$ cat src/rtl/serial_config_flash_loader_pkg.sv
package serial_config_flash_loader_pkg;

  // clock rates in MHz
  localparam int SYS_CLK_MHZ      = 50;
  localparam int OSC_FAST_MHZ     = 40;
  localparam int OSC_SLOW_MHZ     = 20;
  localparam int USER_CLK_MAX_MHZ = 40;

  // sampled pins take two cycles to reach logic, so a serial clock phase
  // shorter than this would sample flash data from before the last edge
  localparam int EDGE_GAP_MIN = 3;

  // half period of the serial clock, rounded down, floored by the gap
  localparam int HALF_FAST_RAW = SYS_CLK_MHZ / (2 * OSC_FAST_MHZ);
  localparam int HALF_SLOW_RAW = SYS_CLK_MHZ / (2 * OSC_SLOW_MHZ);
  localparam int HALF_FAST_CYC = (HALF_FAST_RAW < EDGE_GAP_MIN) ?
                                 EDGE_GAP_MIN : HALF_FAST_RAW;
  localparam int HALF_SLOW_CYC = (HALF_SLOW_RAW < EDGE_GAP_MIN) ?
                                 EDGE_GAP_MIN : HALF_SLOW_RAW;
  localparam int DIV_W         = 4;

  // read command frame: opcode then start address, msb first
  localparam int              BYTE_W       = 8;
  localparam int              ADDR_W       = 24;
  localparam int              CMD_BITS     = BYTE_W + ADDR_W;
  localparam logic [7:0]      READ_OPCODE  = 8'h03;
  localparam logic [7:0]      ZERO_BYTE    = 8'h00;
  localparam int              BUF_DEPTH    = 2;

  typedef enum logic [1:0] {
    active_serial_mode,
    parallel_self_load_mode,
    host_driven_parallel_mode
  } config_mode_e;

  typedef enum logic [2:0] {
    st_idle,
    st_select,
    st_command,
    st_data,
    st_forward,
    st_loaded
  } load_state_e;

  // pins sampled into the system clock domain
  typedef struct packed {
    logic         config_request_n;
    logic         device_enable_n;
    logic         external_user_clock;
    logic         flash_data_in;
    logic         flash_command_in;
    logic         osc_slow_select;
    logic         use_user_clock;
    logic         compressed_stream;
    logic         chain_forward;
    config_mode_e mode;
  } pin_in_s;

  // flash-side pin group, used for both levels and enables
  typedef struct packed {
    logic clk;
    logic select_n;
    logic command;
  } flash_pins_s;

endpackage : serial_config_flash_loader_pkg

$ cat src/rtl/serial_config_flash_loader.sv
// Functional notes
// - base variant: serial clock from 40 MHz oscillator
// - transceiver: 20/40 MHz oscillator or user clock
// - one bitstream bit per serial clock period
// - enable input high: release the flash interface
// - request input low holds loader in reset
// - select pin doubles as parallel flash enable
// - command pin doubles as parallel data bit 1
// - compressed bitstream expanded internally
// - chain enable high loading, then forward copy
`timescale 1ns/10ps
module serial_config_flash_loader
  import serial_config_flash_loader_pkg::*;
#(
  parameter bit                TRANSCEIVER_VARIANT = 1'b0,
  parameter int                COUNT_W             = 24,
  parameter logic [COUNT_W-1:0] BITSTREAM_BYTES    = 24'h000100,
  parameter logic [COUNT_W-1:0] FORWARD_BITS       = 24'h000800,
  parameter logic [ADDR_W-1:0] START_ADDRESS       = 24'h000000
) (
  input  wire logic        clk_sys,
  input  wire logic        reset_n,
  input  wire pin_in_s     pins_in,
  input  wire logic        parallel_flash_enable_n,
  input  wire logic        parallel_data1_out,
  input  wire logic        parallel_data1_drive,
  output logic             parallel_data1_in,
  output flash_pins_s      flash_out,
  output flash_pins_s      flash_oe_n,
  output logic [7:0]       config_byte,
  output logic             config_byte_valid,
  input  wire logic        config_byte_ready,
  output logic             chain_enable_out,
  output logic             downstream_data,
  output logic             downstream_clock,
  output logic             config_done
);

  ////////////////////////////////////////////////////////////////////////////
  // pin synchronisers

  pin_in_s pin_meta;
  pin_in_s pin_sync;

  always_ff @(posedge clk_sys or negedge reset_n) begin
    if (!reset_n) begin
      pin_meta <= '0;
      pin_sync <= '0;
    end else begin
      pin_meta <= pins_in;
      pin_sync <= pin_meta;
    end
  end

  ////////////////////////////////////////////////////////////////////////////
  // state

  load_state_e         state, next_state;
  logic                sclk, next_sclk;
  logic [CMD_BITS-1:0] cmd_sr, next_cmd_sr;
  logic [5:0]          bit_cnt, next_bit_cnt;
  logic [DIV_W-1:0]    div_cnt, next_div_cnt;
  logic                user_clk_prev, next_user_clk_prev;
  logic [7:0]          shift_byte, next_shift_byte;
  logic [2:0]          shift_cnt, next_shift_cnt;
  logic                literal, next_literal;
  logic [COUNT_W-1:0]  byte_cnt, next_byte_cnt;
  logic [COUNT_W-1:0]  fwd_cnt, next_fwd_cnt;
  logic                fwd_data, next_fwd_data;
  logic [7:0]          buf_mem [BUF_DEPTH];
  logic [7:0]          next_buf_mem [BUF_DEPTH];
  logic                wr_ptr, next_wr_ptr;
  logic                rd_ptr, next_rd_ptr;
  logic [1:0]          fill, next_fill;
  flash_pins_s         next_flash_out, next_flash_oe_n;
  logic                next_chain_enable_out;
  logic                next_downstream_clock;

  logic                serial_sel, released, active, buf_full;
  logic                tick, tick_osc, user_edge, pop, push;
  logic [DIV_W-1:0]    half_cyc;
  logic [7:0]          push_byte;

  assign buf_full          = (fill == 2'(BUF_DEPTH));
  assign config_byte_valid = (fill != 2'h0);
  assign config_byte       = buf_mem[rd_ptr];
  assign pop               = config_byte_valid && config_byte_ready;
  assign parallel_data1_in = pin_sync.flash_command_in;
  assign downstream_data   = fwd_data;
  assign config_done       = (state == st_loaded);

  ////////////////////////////////////////////////////////////////////////////
  // next-state logic

  always_comb begin
    next_state         = state;
    next_sclk          = sclk;
    next_cmd_sr        = cmd_sr;
    next_bit_cnt       = bit_cnt;
    next_div_cnt       = div_cnt;
    next_shift_byte    = shift_byte;
    next_shift_cnt     = shift_cnt;
    next_literal       = literal;
    next_byte_cnt      = byte_cnt;
    next_fwd_cnt       = fwd_cnt;
    next_fwd_data      = fwd_data;
    next_buf_mem       = buf_mem;
    next_wr_ptr        = wr_ptr;
    next_rd_ptr        = rd_ptr;
    next_user_clk_prev = pin_sync.external_user_clock;
    push               = 1'b0;
    push_byte          = ZERO_BYTE;

    serial_sel = (pin_sync.mode == active_serial_mode);
    // released by enable or held by request
    released   = pin_sync.device_enable_n || !pin_sync.config_request_n;
    active     = (state != st_idle) && (state != st_loaded);

    half_cyc = (TRANSCEIVER_VARIANT && pin_sync.osc_slow_select) ?
               DIV_W'(HALF_SLOW_CYC) : DIV_W'(HALF_FAST_CYC);
    tick_osc  = (div_cnt == half_cyc - DIV_W'(1));
    user_edge = (pin_sync.external_user_clock != user_clk_prev);
    // a full buffer freezes the serial clock so no word is lost
    tick      = !buf_full &&
                ((TRANSCEIVER_VARIANT && pin_sync.use_user_clock) ?
                 user_edge : tick_osc);
    next_div_cnt = (!active || buf_full || tick_osc) ? '0 :
                   div_cnt + DIV_W'(1);

    if (released || !serial_sel) begin
      next_state    = st_idle;
      next_sclk     = 1'b0;
      next_bit_cnt  = '0;
      next_byte_cnt = '0;
      next_fwd_cnt  = '0;
      next_literal  = 1'b0;
      next_shift_cnt = '0;
    end else if (state == st_idle) begin
      // frame the read command and start address
      next_state  = st_select;
      next_cmd_sr = {READ_OPCODE, START_ADDRESS};
    end else if (state == st_select) begin
      // quiet half period with select low, so the flash sees only 32 bits
      next_state = tick ? st_command : st_select;
    end else if (active && tick) begin
      next_sclk = !sclk;
      if (!sclk) begin
        // rising serial edge: flash samples command, we sample data
        unique case (state)
          st_command: next_bit_cnt = bit_cnt + 6'h01;
          st_data: begin
            // one bit per serial clock period
            if (byte_cnt != BITSTREAM_BYTES) begin
              if (pin_sync.compressed_stream && !literal) begin
                if (pin_sync.flash_data_in) begin
                  next_literal   = 1'b1;
                  next_shift_cnt = '0;
                end else begin
                  push = 1'b1;
                end
              end else begin
                next_shift_byte = {shift_byte[6:0], pin_sync.flash_data_in};
                next_shift_cnt  = shift_cnt + 3'h1;
                if (shift_cnt == 3'h7) begin
                  push         = 1'b1;
                  push_byte    = next_shift_byte;
                  next_literal = 1'b0;
                end
              end
            end
          end
          st_forward: begin
            next_fwd_data = pin_sync.flash_data_in;
            next_fwd_cnt  = fwd_cnt + COUNT_W'(1);
          end
          default: ;
        endcase
      end else begin
        // falling serial edge: advance command or finish
        unique case (state)
          st_command: begin
            if (bit_cnt == 6'(CMD_BITS)) begin
              next_state = st_data;
            end else begin
              next_cmd_sr = {cmd_sr[CMD_BITS-2:0], 1'b0};
            end
          end
          st_data: begin
            // hand the next copy downstream when chained
            if (byte_cnt == BITSTREAM_BYTES) begin
              next_state = pin_sync.chain_forward ? st_forward : st_loaded;
            end
          end
          st_forward: begin
            if (fwd_cnt == FORWARD_BITS) begin
              next_state = st_loaded;
            end
          end
          default: ;
        endcase
      end
    end

    if (next_state == st_loaded || next_state == st_idle) begin
      next_sclk = 1'b0;
    end

    if (push) begin
      next_buf_mem[wr_ptr] = push_byte;
      next_wr_ptr          = !wr_ptr;
      next_byte_cnt        = byte_cnt + COUNT_W'(1);
    end
    next_rd_ptr = rd_ptr ^ pop;
    next_fill = fill + 2'(push) - 2'(pop);

    // pin drive; enable low means the pin is driven
    next_flash_out.clk      = next_sclk;
    next_flash_out.select_n = !(next_state inside {st_select, st_command,
                                                   st_data, st_forward});
    next_flash_out.command  = next_cmd_sr[CMD_BITS-1];
    next_flash_oe_n         = '1;
    if (!released) begin
      if (serial_sel) begin
        next_flash_oe_n = '0;
      end else begin
        // select pin as parallel flash enable
        next_flash_out.select_n  = parallel_flash_enable_n;
        next_flash_oe_n.select_n =
          (pin_sync.mode != parallel_self_load_mode);
        // command pin as parallel data bit 1
        next_flash_out.command  = parallel_data1_out;
        next_flash_oe_n.command = !parallel_data1_drive;
      end
    end
    // high while own load runs, low while forwarding and once configured
    next_chain_enable_out = !(next_state inside {st_forward, st_loaded});
    next_downstream_clock = (next_state == st_forward) && next_sclk;
  end

  ////////////////////////////////////////////////////////////////////////////
  // registers

  always_ff @(posedge clk_sys or negedge reset_n) begin
    if (!reset_n) begin
      state            <= st_idle;
      sclk             <= 1'b0;
      cmd_sr           <= '0;
      bit_cnt          <= '0;
      div_cnt          <= '0;
      user_clk_prev    <= 1'b0;
      shift_byte       <= '0;
      shift_cnt        <= '0;
      literal          <= 1'b0;
      byte_cnt         <= '0;
      fwd_cnt          <= '0;
      fwd_data         <= 1'b0;
      buf_mem          <= '{default: ZERO_BYTE};
      wr_ptr           <= 1'b0;
      rd_ptr           <= 1'b0;
      fill             <= '0;
      flash_out        <= '{clk: 1'b0, select_n: 1'b1, command: 1'b0};
      flash_oe_n       <= '1;
      chain_enable_out <= 1'b1;
      downstream_clock <= 1'b0;
    end else begin
      state            <= next_state;
      sclk             <= next_sclk;
      cmd_sr           <= next_cmd_sr;
      bit_cnt          <= next_bit_cnt;
      div_cnt          <= next_div_cnt;
      user_clk_prev    <= next_user_clk_prev;
      shift_byte       <= next_shift_byte;
      shift_cnt        <= next_shift_cnt;
      literal          <= next_literal;
      byte_cnt         <= next_byte_cnt;
      fwd_cnt          <= next_fwd_cnt;
      fwd_data         <= next_fwd_data;
      buf_mem          <= next_buf_mem;
      wr_ptr           <= next_wr_ptr;
      rd_ptr           <= next_rd_ptr;
      fill             <= next_fill;
      flash_out        <= next_flash_out;
      flash_oe_n       <= next_flash_oe_n;
      chain_enable_out <= next_chain_enable_out;
      downstream_clock <= next_downstream_clock;
    end
  end

endmodule : serial_config_flash_loader

$ cat config.mk
export PLATFORM = sky130hd
export DESIGN_NAME = serial_config_flash_loader
export DESIGN_NICKNAME = d
export VERILOG_FILES = /design/src/rtl/serial_config_flash_loader_pkg.sv /design/src/rtl/serial_config_flash_loader.sv
export SDC_FILE = /design/constraint.sdc
export NUM_CORES = 1
export LEC_CHECK = 0
export BUFFER_PORTS_ARGS = -buffer_cell sky130_fd_sc_hd__buf_2
export CORE_MARGIN = 3
export CORE_UTILIZATION = 25
export DETAILED_ROUTE_END_ITERATION = 10
export SLEW_MARGIN = 20
export SYNTH_ARGS = -nofsm -noshare
export SYNTH_HDL_FRONTEND = slang
export SYNTH_SLANG_ARGS = --single-unit
$ cat constraint.sdc
create_clock -name clk_sys -period 4.55 [get_ports clk_sys]
set_clock_uncertainty 0.15 [all_clocks]
set_input_delay 0.91 -clock clk_sys [delete_from_list [all_inputs] [get_ports clk_sys]]
set_output_delay 0.91 -clock clk_sys [all_outputs]
set_load 0.01 [all_outputs]
# --- Word-level counts from Yosys, hierarchy flattened ---
# Index checks and enable logic that the tools add are counted.
classes:
  n_lt_le_gt_ge: 3
  n_addsub: 7
  muxes: 87
  n_eq_ne: 25
  n_bitwise: 8
  reduce_logical: 46
op_table:
  columns: ["op", "n"]
  rows:
  - ["$mux W32", 7]
  - ["$mux W24", 8]
  - ["$mux W8", 13]
  - ["$mux W3", 18]
  - ["$add A24 B1 Y24 const B", 2]
  - ["$mux W6", 6]
  - ["$mux W1", 27]
  - ["$eq A24 B12 Y1 const B", 1]
  - ["$eq A24 B9 Y1 const B", 1]
  - ["$ne A24 B9 Y1 const B", 1]
  - ["$reduce_bool A2 Y1", 11]
  - ["$bwmux W16", 1]
  - ["$reduce_and A8 Y1", 2]
  - ["$eq A3 B3 Y1 const B", 5]
  - ["$eq A3 B2 Y1 const B", 4]
  - ["$reduce_and A6 Y1", 2]
  - ["$logic_not A1 Y1", 10]
  - ["$reduce_and A5 Y1", 2]
  - ["$pmux W3 S3", 1]
  - ["$demux W8 S1", 1]
  - ["$mux W2", 4]
  - ["$ne A2 B2 Y1 const B", 4]
  - ["$logic_and A1 B1 Y1", 7]
  - ["$reduce_and A7 Y1", 1]
  - ["22 further kinds", 37]
totals:
  word_cells: 214
  register_bits: 149
  out_inout_bits: 20

# --- Logic depth before layout (Yosys ltp) ---
# Gate-level depths: netlist (run 1).
logic_depth:
  ltp_word: 13
  ltp_mapped: 13

# --- Least setup slack after synthesis (run 1) ---
# OpenSTA, ideal clock, no wires.
synth_path:
  path_kind: "register to register"
  from: "register div_cnt[0]"
  to: "register fill[1]"
  setup_ns: 0.123
  arrival_time_ns: 2.847
  synth_period_minus_slack_ns: 3.120
  required_ns: 4.277
  path_slack_ns: 1.430
  path_stages_with_launch: 14
  path_cell_list: "dfrtp_1 inv_1 ha_1 nor3b_2 nand3_1 or2_2 clkbuf_1 or2_2 or3_1 ha_1 inv_1 ha_1 xnor2_1 xnor2_1"
synth_via:
  elab_chain_cells: 9
synth_rtl:
  columns: ["element", "line", "rtl"]
  rows:
  - ["start: declaration", "serial_config_flash_loader.sv:62", "logic [DIV_W-1:0] div_cnt, next_div_cnt;"]
  - ["start signal: assignment", "serial_config_flash_loader.sv:270", "div_cnt <= next_div_cnt;"]
  - ["$eq A4 B2 Y1", "serial_config_flash_loader.sv:121", "tick_osc = (div_cnt == half_cyc - DIV_W'(1));"]
  - ["$logic_and A1 B1 Y1", "serial_config_flash_loader.sv:124", "tick = !buf_full &&"]
  - ["$logic_and A1 B1 Y1", "serial_config_flash_loader.sv:145", "end else if (active && tick) begin"]
  - ["$mux W1", "serial_config_flash_loader.sv:145", null]
  - ["$mux W1", "serial_config_flash_loader.sv:142", "end else if (state == st_select) begin"]
  - ["$mux W1", "serial_config_flash_loader.sv:138", "end else if (state == st_idle) begin"]
  - ["$mux W1", "serial_config_flash_loader.sv:130", "if (released || !serial_sel) begin"]
  - ["$add A2 B1 Y2", "serial_config_flash_loader.sv:214", "next_fill = fill + 2'(push) - 2'(pop);"]
  - ["$sub A2 B1 Y2", "serial_config_flash_loader.sv:214", null]
  - ["via next_fill[1]", "serial_config_flash_loader.sv:74", "logic [1:0] fill, next_fill;"]
  - ["end signal: assignment", "serial_config_flash_loader.sv:281", "fill <= next_fill;"]
  - ["end: declaration", "serial_config_flash_loader.sv:74", null]
# The timed path passes the listed nets, and every way through them passes these cells.
# A chain may end at the register's enable or synchronous reset.

# --- Worst setup path after layout (run 1) ---
# Ends and elaborated chain as after synthesis.

==> flow_summary.json, run 1 <==
{
  "cts-resized-gates": 0,
  "drt_iter0_drc": 331,
  "core_mm2": 0.0262,
  "worstHoldStart": "pin_meta[1]",
  "routed-wl-met3_um": 487,
  "fin_nets": 733,
  "fmax_mhz": 288,
  "synthCells": 677,
  "worstSetupStartpoint": "div_cnt[0]",
  "async_reset_ff_frac": 1.00,
  "track_usage": 0.103,
  "dp_hpwl_um": 8980,
  "ys_seq_area_frac": 0.552,
  "h-tree-depth": 4,
  "synth_top_area_share": 0.533,
  "critPathKind": "flop to flop",
  "clkLatencyLatePin_ps": 430,
  "critPathCaptureType": "flop",
  "post-route-period-util": 0.764,
  "crit_arrival_ps": 3670,
  "grt_pass1_vias": 4864,
  "place_congestion": 0.785,
  "cts_tree": "built",
  "final_util": 0.300,
  "drt-pass1-iter-count": 5,
  "clockRootBuffer": "clkbuf_16",
  "fin_setup_tns_ps": 0,
  "areaGrowthSynthToFinish_pct": 17.0,
  "power.density_mw_per_mm2": 369,
  "slew_headroom": 0.354,
  "cp.required_ps": 4740,
  "n_antenna_cell": 0,
  "ios": 37,
  "wl_per_cell_um": 13.1,
  "die_w_um": 170,
  "ys_types": 53,
  "wl_met1_um": 6770,
  "rows": 59,
  "fin_cells": 1052,
  "yosys_register_bits": 148,
  "wl_met2_um": 6290,
  "vias": 4808,
  "clkSinkCount": 148,
  "setup_viol": 0,
  "min_period_ps": 3480,
  "synthesis.nets": 706,
  "start_util": 0.256,
  "drc": 0,
  "avgViaCountPerCell": 4.57,
  "synth_edf_count": 0,
  "r2r_start": "div_cnt[0]",
  "hold_buffers": 0,
  "gr-total-overflow": 0,
  "ant_nets": 0,
  "clk_pin_slew_ps": 70,
  "yosysWarnings": 0,
  "syn_area_mm2": 0.00672,
  "antenna_found_initial": 0,
  "drive_gt1_frac": 0.158,
  "worstPathMaxFanout": 12,
  "finalHoldViolations": 0,
  "port_buffers": 33,
  "wl_um": 13800,
  "drv_cap": 0,
  "whs_ps": 198,
  "postCtsSetupRepairBufs": 0,
  "place_inst": 1020,
  "ir_drop_uv": 238,
  "status": "finished, final reports clean",
  "grt_max_degree": 106,
  "hold_class": "flop to flop",
  "dieArea_mm2": 0.0289,
  "grt_pass1_wl_um": 24300,
  "synth_ff_type": "dfrtp_1",
  "leakagePower_nw": 3.37,
  "synth_top_cell_by_area": "dfrtp_1",
  "slew_viol_final": 0,
  "clk_path_buf_depth": 2,
  "synthTopCellsByArea": "dfrtp_1 53%, nand2_1 5.1%, nand3_1 4.6%",
  "die_h_um": 170,
  "critPathLaunchType": "flop",
  "top_layer": "met4",
  "worst_slew_pin_slew_ps": 968,
  "syn_avg_cell_area_um2": 9.92,
  "rsz0062_at_grt": "no",
  "cts_buffers": 17
}
-- metal layers --
metal / global-route usage / vias to the layer above
met1: 0.141 / 2335
met3: 0.0246 / 16
met4: 0.0420 / 0
met5: 0 / -
li1: - / 2395
met2: 0.156 / 62
-- cells by family after synthesis --
family / Yosys count / share of synthesized area
adders and majority gates: 12 / 0.0223
muxes: 21 / 0.0343
buffers and inverters: 56 / 0.0320
xor gates and xnor gates: 38 / 0.0495
DFF: 148 / 0.552
and+or+nand+nor: 321 / 0.239
AOI/OAI and AO/OA: 81 / 0.0702
-- critical path, cell delays in order, from the launching register on --
cell,delay (ps)
dfrtp_1,410
inv_1,70
ha_1,160
nor3b_2,280
nand3_1,250
or2_2,430
or2_2,400
or3_1,440
ha_1,300
inv_1,30
ha_1,170
xnor2_1,160
xnor2_1,140
-- sequential cells by signal, summed over array words and instances, names as in the netlist, 2 cells and up --
| name | flops |
|---|---|
| shift_byte | 7 |
| pin_meta | 8 |
| fwd_cnt | 24 |
| byte_cnt | 24 |
| state | 3 |
| bit_cnt | 6 |
| flash_oe_n | 3 |
| buf_mem | 16 |
| shift_cnt | 3 |
| pin_sync | 7 |
| div_cnt | 4 |
| fill | 2 |
| cmd_sr | 31 |
| flash_out | 2 |
-- through the flow --
step | instance area, um2 | worst slack [ps] | power (W)
3_3_place_gp | 7270 | 1120 | 0.00153
3_5_place_dp | 7270 | 1060 | 0.00153
5_1_grt | 7860 | 897 | 0.00302
2_1_floorplan | 6720 | 1430 | 0.00146
6_report | 7860 | 1070 | 0.00290
4_1_cts | 7860 | 1050 | 0.00295
-- layout by cell type (no fill, tap or decap), drive strengths merged, types with 11 or more instances in the layout --
cell and count:
nand4 17, a21oi 25, inv 28, dfrtp 143
clkbuf 19, xnor2 16, nand3 62, ha 12
nor3 11, nor4 12, buf 42, o21ai 38
xor2 22, nor2 59, or3 16, mux2 16
nand2 92
-- worst paths after layout --
path | to | slack [ps] | depth (start not counted)
setup / recovery | fill[1] | 1070 | 12
hold / removal | pin_sync[1] | 200 | 0
setup reg to reg | fill[1] | 1070 | 12
hold reg to reg | pin_sync[1] | 200 | 0
max in group asynchronous | flash_oe_n[2] | 2930 | 2
min in group asynchronous | buf_mem[12] | 450 | 1
-- synthesized netlist by cell type (3+ instances only) --
master	number
nor3_1	11
or4_1	5
nor3b_1	3
or2_2	3
a31oi_1	3
nand4_1	16
ha_1	12
xnor2_1	16
inv_1	21
nor2_1	59
mux2_2	16
or3b_2	3
xor2_1	22
or3_1	16
dfrtp_1	143
nor4b_1	4
nand2b_1	8
nand3_1	62
a21oi_1	24
dfstp_2	5
and3_1	7
nand2_1	92
and2_1	6
clkbuf_1	26
mux2i_1	5
nor4_1	12
o21ai_0	38
buf_1	6
nor2b_1	4
-- final cells by class --
class                           count  area [um2]
Clock inverter                     13         138
Timing Repair Buffer               42         251
Multi-Input combinational cell    473        2810
Clock buffer                       19         453
Tap cell                          335         419
Fill cell                        2672       18300
Inverter                           22        82.6
Sequential cell                   148        3710
-- power by group --
group | internal, W | leakage, nW | total (W) | switching (W)
clock network | 0.000799 | 0.279 | 0.00140 | 0.000599
logic | 0.0000514 | 1.09 | 0.000127 | 0.0000751
registers | 0.00134 | 2.00 | 0.00137 | 0.0000318
Note: power is estimated with default switching activity, not from simulation.
==> run 2, diff against run 1 <==
Settings changed: ABC_AREA from default to 1.
Clock period 4.55 ns to 3.23 ns, I/O delays scaled along.
==> run 2 against run 1 <==
Sequential power up 42%. Cell count rose by 22%. Synthesized cell count rose by 27%. Utilization fell by 0.18 points. Worst setup slack got worse by 430 ps. Register-to-register slack got worse by 430 ps. Final area increased by 6.8%.
==> flow_summary.json, run 2 <==
{
  "status": "finished, final reports clean",
  "async_reset_ff_frac": 1.00,
  "clk_pin_slew_ps": 60,
  "synth-compound-area-share": 0.102,
  "worstPathMaxFanout": 17,
  "drc": 0,
  "cp_cell_sequence": "inv_1, ha_1, nand3_1, nor2_1, nand3_1, nand2_1, nor2_4, nand2_4, or2_1, nand2_1, o21ai_2",
  "slew_headroom": 0.483,
  "cts-resized-gates": 0,
  "dp_hpwl_um": 10900,
  "power_frac_comb": 0.050,
  "crit_arrival_ps": 2790,
  "synth_ff_type": "dfrtp_1",
  "largest_register": "cmd_sr",
  "finalHoldViolations": 0,
  "post-route-period-util": 0.801,
  "cts_tree": "built",
  "start_util": 0.257,
  "wl_um": 15600,
  "clkLatencyLatePin_ps": 430,
  "synth_top_cell_by_area": "dfrtp_1",
  "slew_viol_final": 0,
  "fin_setup_tns_ps": 0,
  "largest_reg_flops": 31,
  "hold_buffers": 0,
  "layout_common_cells": "200 x nand2_1, 143 x dfrtp_1, 104 x inv_1, 73 x nor2_1, 57 x nand3_1",
  "clockRootBuffer": "clkbuf_16",
  "ir_drop_uv": 248,
  "regArea_mm2": 0.00371,
  "critPathMaxStageDelay_ps": 610,
  "yosysWarnings": 0,
  "cp_num_buf_inv": 1,
  "synthAdderAreaFrac": 0.0208,
  "ios": 37,
  "die_h_um": 176,
  "drt-pass1-iter-count": 5,
  "p_switching_w": 0.000962,
  "syn_avg_cell_area_um2": 8.42,
  "core_mm2": 0.0282,
  "postCtsSetupRepairBufs": 0,
  "die_w_um": 176,
  "port_buffers": 33,
  "leakagePower_nw": 3.68,
  "rsz0062_at_grt": "no",
  "fin_nets": 926,
  "cp.required_ps": 3430,
  "power.density_mw_per_mm2": 479,
  "cts_buffers": 17,
  "top_regs": "cmd_sr x31, byte_cnt x24, fwd_cnt x24",
  "clkPwrFrac": 0.469,
  "synthTopCellsByArea": "dfrtp_1 49%, nand2_1 10%, inv_1 5.4%",
  "crit_slowest_cell": "or2_1",
  "whs_ps": 46.0,
  "n_fill_cell": 2968,
  "fmax_mhz": 386,
  "ant_nets": 0,
  "drt_iter0_drc": 401,
  "p_seq_frac": 0.481,
  "syn_area_mm2": 0.00723,
  "dieArea_mm2": 0.0310,
  "wl_per_cell_um": 12.1,
  "synth_top_family_by_area": "simple AND/OR/NAND/NOR gates",
  "setup_viol": 0,
  "grt_pass1_vias": 5380,
  "synthTopCellsByCount": "200 x nand2_1, 143 x dfrtp_1, 104 x inv_1, 73 x nor2_1, 57 x nand3_1",
  "gr-total-overflow": 0,
  "drv_cap": 0,
  "synth_top_area_share": 0.495,
  "track_usage": 0.104,
  "final_common_cell": "nand2_1",
  "yosys_register_bits": 148,
  "clkSinkCount": 148,
  "synthCells": 859,
  "antenna_found_initial": 0,
  "clk_path_buf_depth": 2,
  "internal_power_w": 0.00306,
  "muxShareOfSynthArea": 0.00156,
  "synth-simple-area-share": 0.253,
  "critPathKind": "flop to flop",
  "ys_seq_area_frac": 0.513,
  "synth_edf_count": 0,
  "min_period_ps": 2590,
  "hold_class": "primary input to async pin",
  "place_congestion": 0.886,
  "ys_types": 44,
  "avgViaCountPerCell": 4.37,
  "swShare": 0.239,
  "rows": 61,
  "synth_xor_area_frac": 0.0375,
  "grt_max_degree": 62,
  "vias": 5632,
  "h-tree-depth": 4,
  "areaGrowthSynthToFinish_pct": 16.1,
  "drive_gt1_frac": 0.119,
  "n_antenna_cell": 0,
  "path_delay_family": "simple AND/OR/NAND/NOR gates",
  "synthesis.nets": 888,
  "grt_pass1_wl_um": 26500,
  "worst_slew_pin_slew_ps": 776,
  "synth_most_common_cell": "nand2_1",
  "multi_input_area_mm2": 0.00300,
  "critPathLaunchType": "flop",
  "critPathCaptureType": "flop"
}
run 2: changes by cell type after synthesis, sizes merged, moves of 13 or more:
cell and change:
clkbuf -13, o21ai +29, nand2 +113, mux2 -15, inv +85, nor3 +22
nor2 +22, o31ai +19, or3 -16
run 2: final cells by class:
type / instances / share of cell area
clock buffers: 21 / 0.0548
clock inverters: 11 / 0.0122
inverters: 109 / 0.0487
multi-input cells: 580 / 0.357
flip-flops and latches: 148 / 0.442
well taps: 378 / 0.0563
repair buffers: 41 / 0.0290
run 2: kinds of logic after synthesis:
family,count (synthesis)
AO/OA/AOI/OAI,125
AND/OR/NAND/NOR,411
buffers and inverters,131
multiplexers,1
XOR/XNOR,31
flip-flops,148
adder cells (fa/ha/maj),12
run 2: worst register-to-register path, stage by stage (launching register included):
cell and delay [ps]:
dfrtp_1 420, inv_1 120, ha_1 170, nand3_1 80, nor2_1 110, nand3_1 150, nand2_1 250, nor2_4 120
nand2_4 80, or2_1 610, nand2_1 160, o21ai_2 90
run 2: routing by layer:
metal,share of wire,global-route usage
met5,0,0
met2,0.43,0.152
met4,0.018,0.0373
met1,0.52,0.149
met3,0.034,0.0249
run 2: power groups by stage:
stage | clock network [W] | registers (W) | logic, W
final | 0.00189 | 0.00194 | 0.000199
after global routing | 0.00203 | 0.00194 | 0.000229
after CTS | 0.00194 | 0.00194 | 0.000208
after detailed placement | 0 | 0.00197 | 0.000207
after global placement | 0 | 0.00197 | 0.000202
after floorplan | 0 | 0.00195 | 0.000122
run 2: per-stage QoR:
| step | power, W | area [um2] | setup slack (ps) | utilization | std cells |
|---|---|---|---|---|---|
| 5_1_grt | 0.00420 | 8400 | 295 | 0.298 | 1288 |
| 3_5_place_dp | 0.00218 | 7840 | 622 | 0.278 | 1256 |
| 4_1_cts | 0.00409 | 8400 | 621 | 0.298 | 1288 |
| 2_1_floorplan | 0.00207 | 7230 | 1050 | - | 859 |
| 6_report | 0.00402 | 8400 | 642 | 0.298 | 1288 |
| 3_3_place_gp | 0.00217 | 7840 | 697 | 0.278 | 1256 |
run 2: final timing paths:
kind                             start  depth (start not counted)  slack [ps]          end
min reg2reg                pin_meta[1]                          0         200  pin_sync[1]
min in group clk_sys        pins_in[1]                          1         170  pin_meta[1]
max reg2reg                byte_cnt[0]                         11         640  buf_mem[12]
max in group asynchronous      reset_n                          2        2090   buf_mem[8]
max                        byte_cnt[0]                         11         640  buf_mem[12]
min                            reset_n                          1          50  fwd_cnt[14]
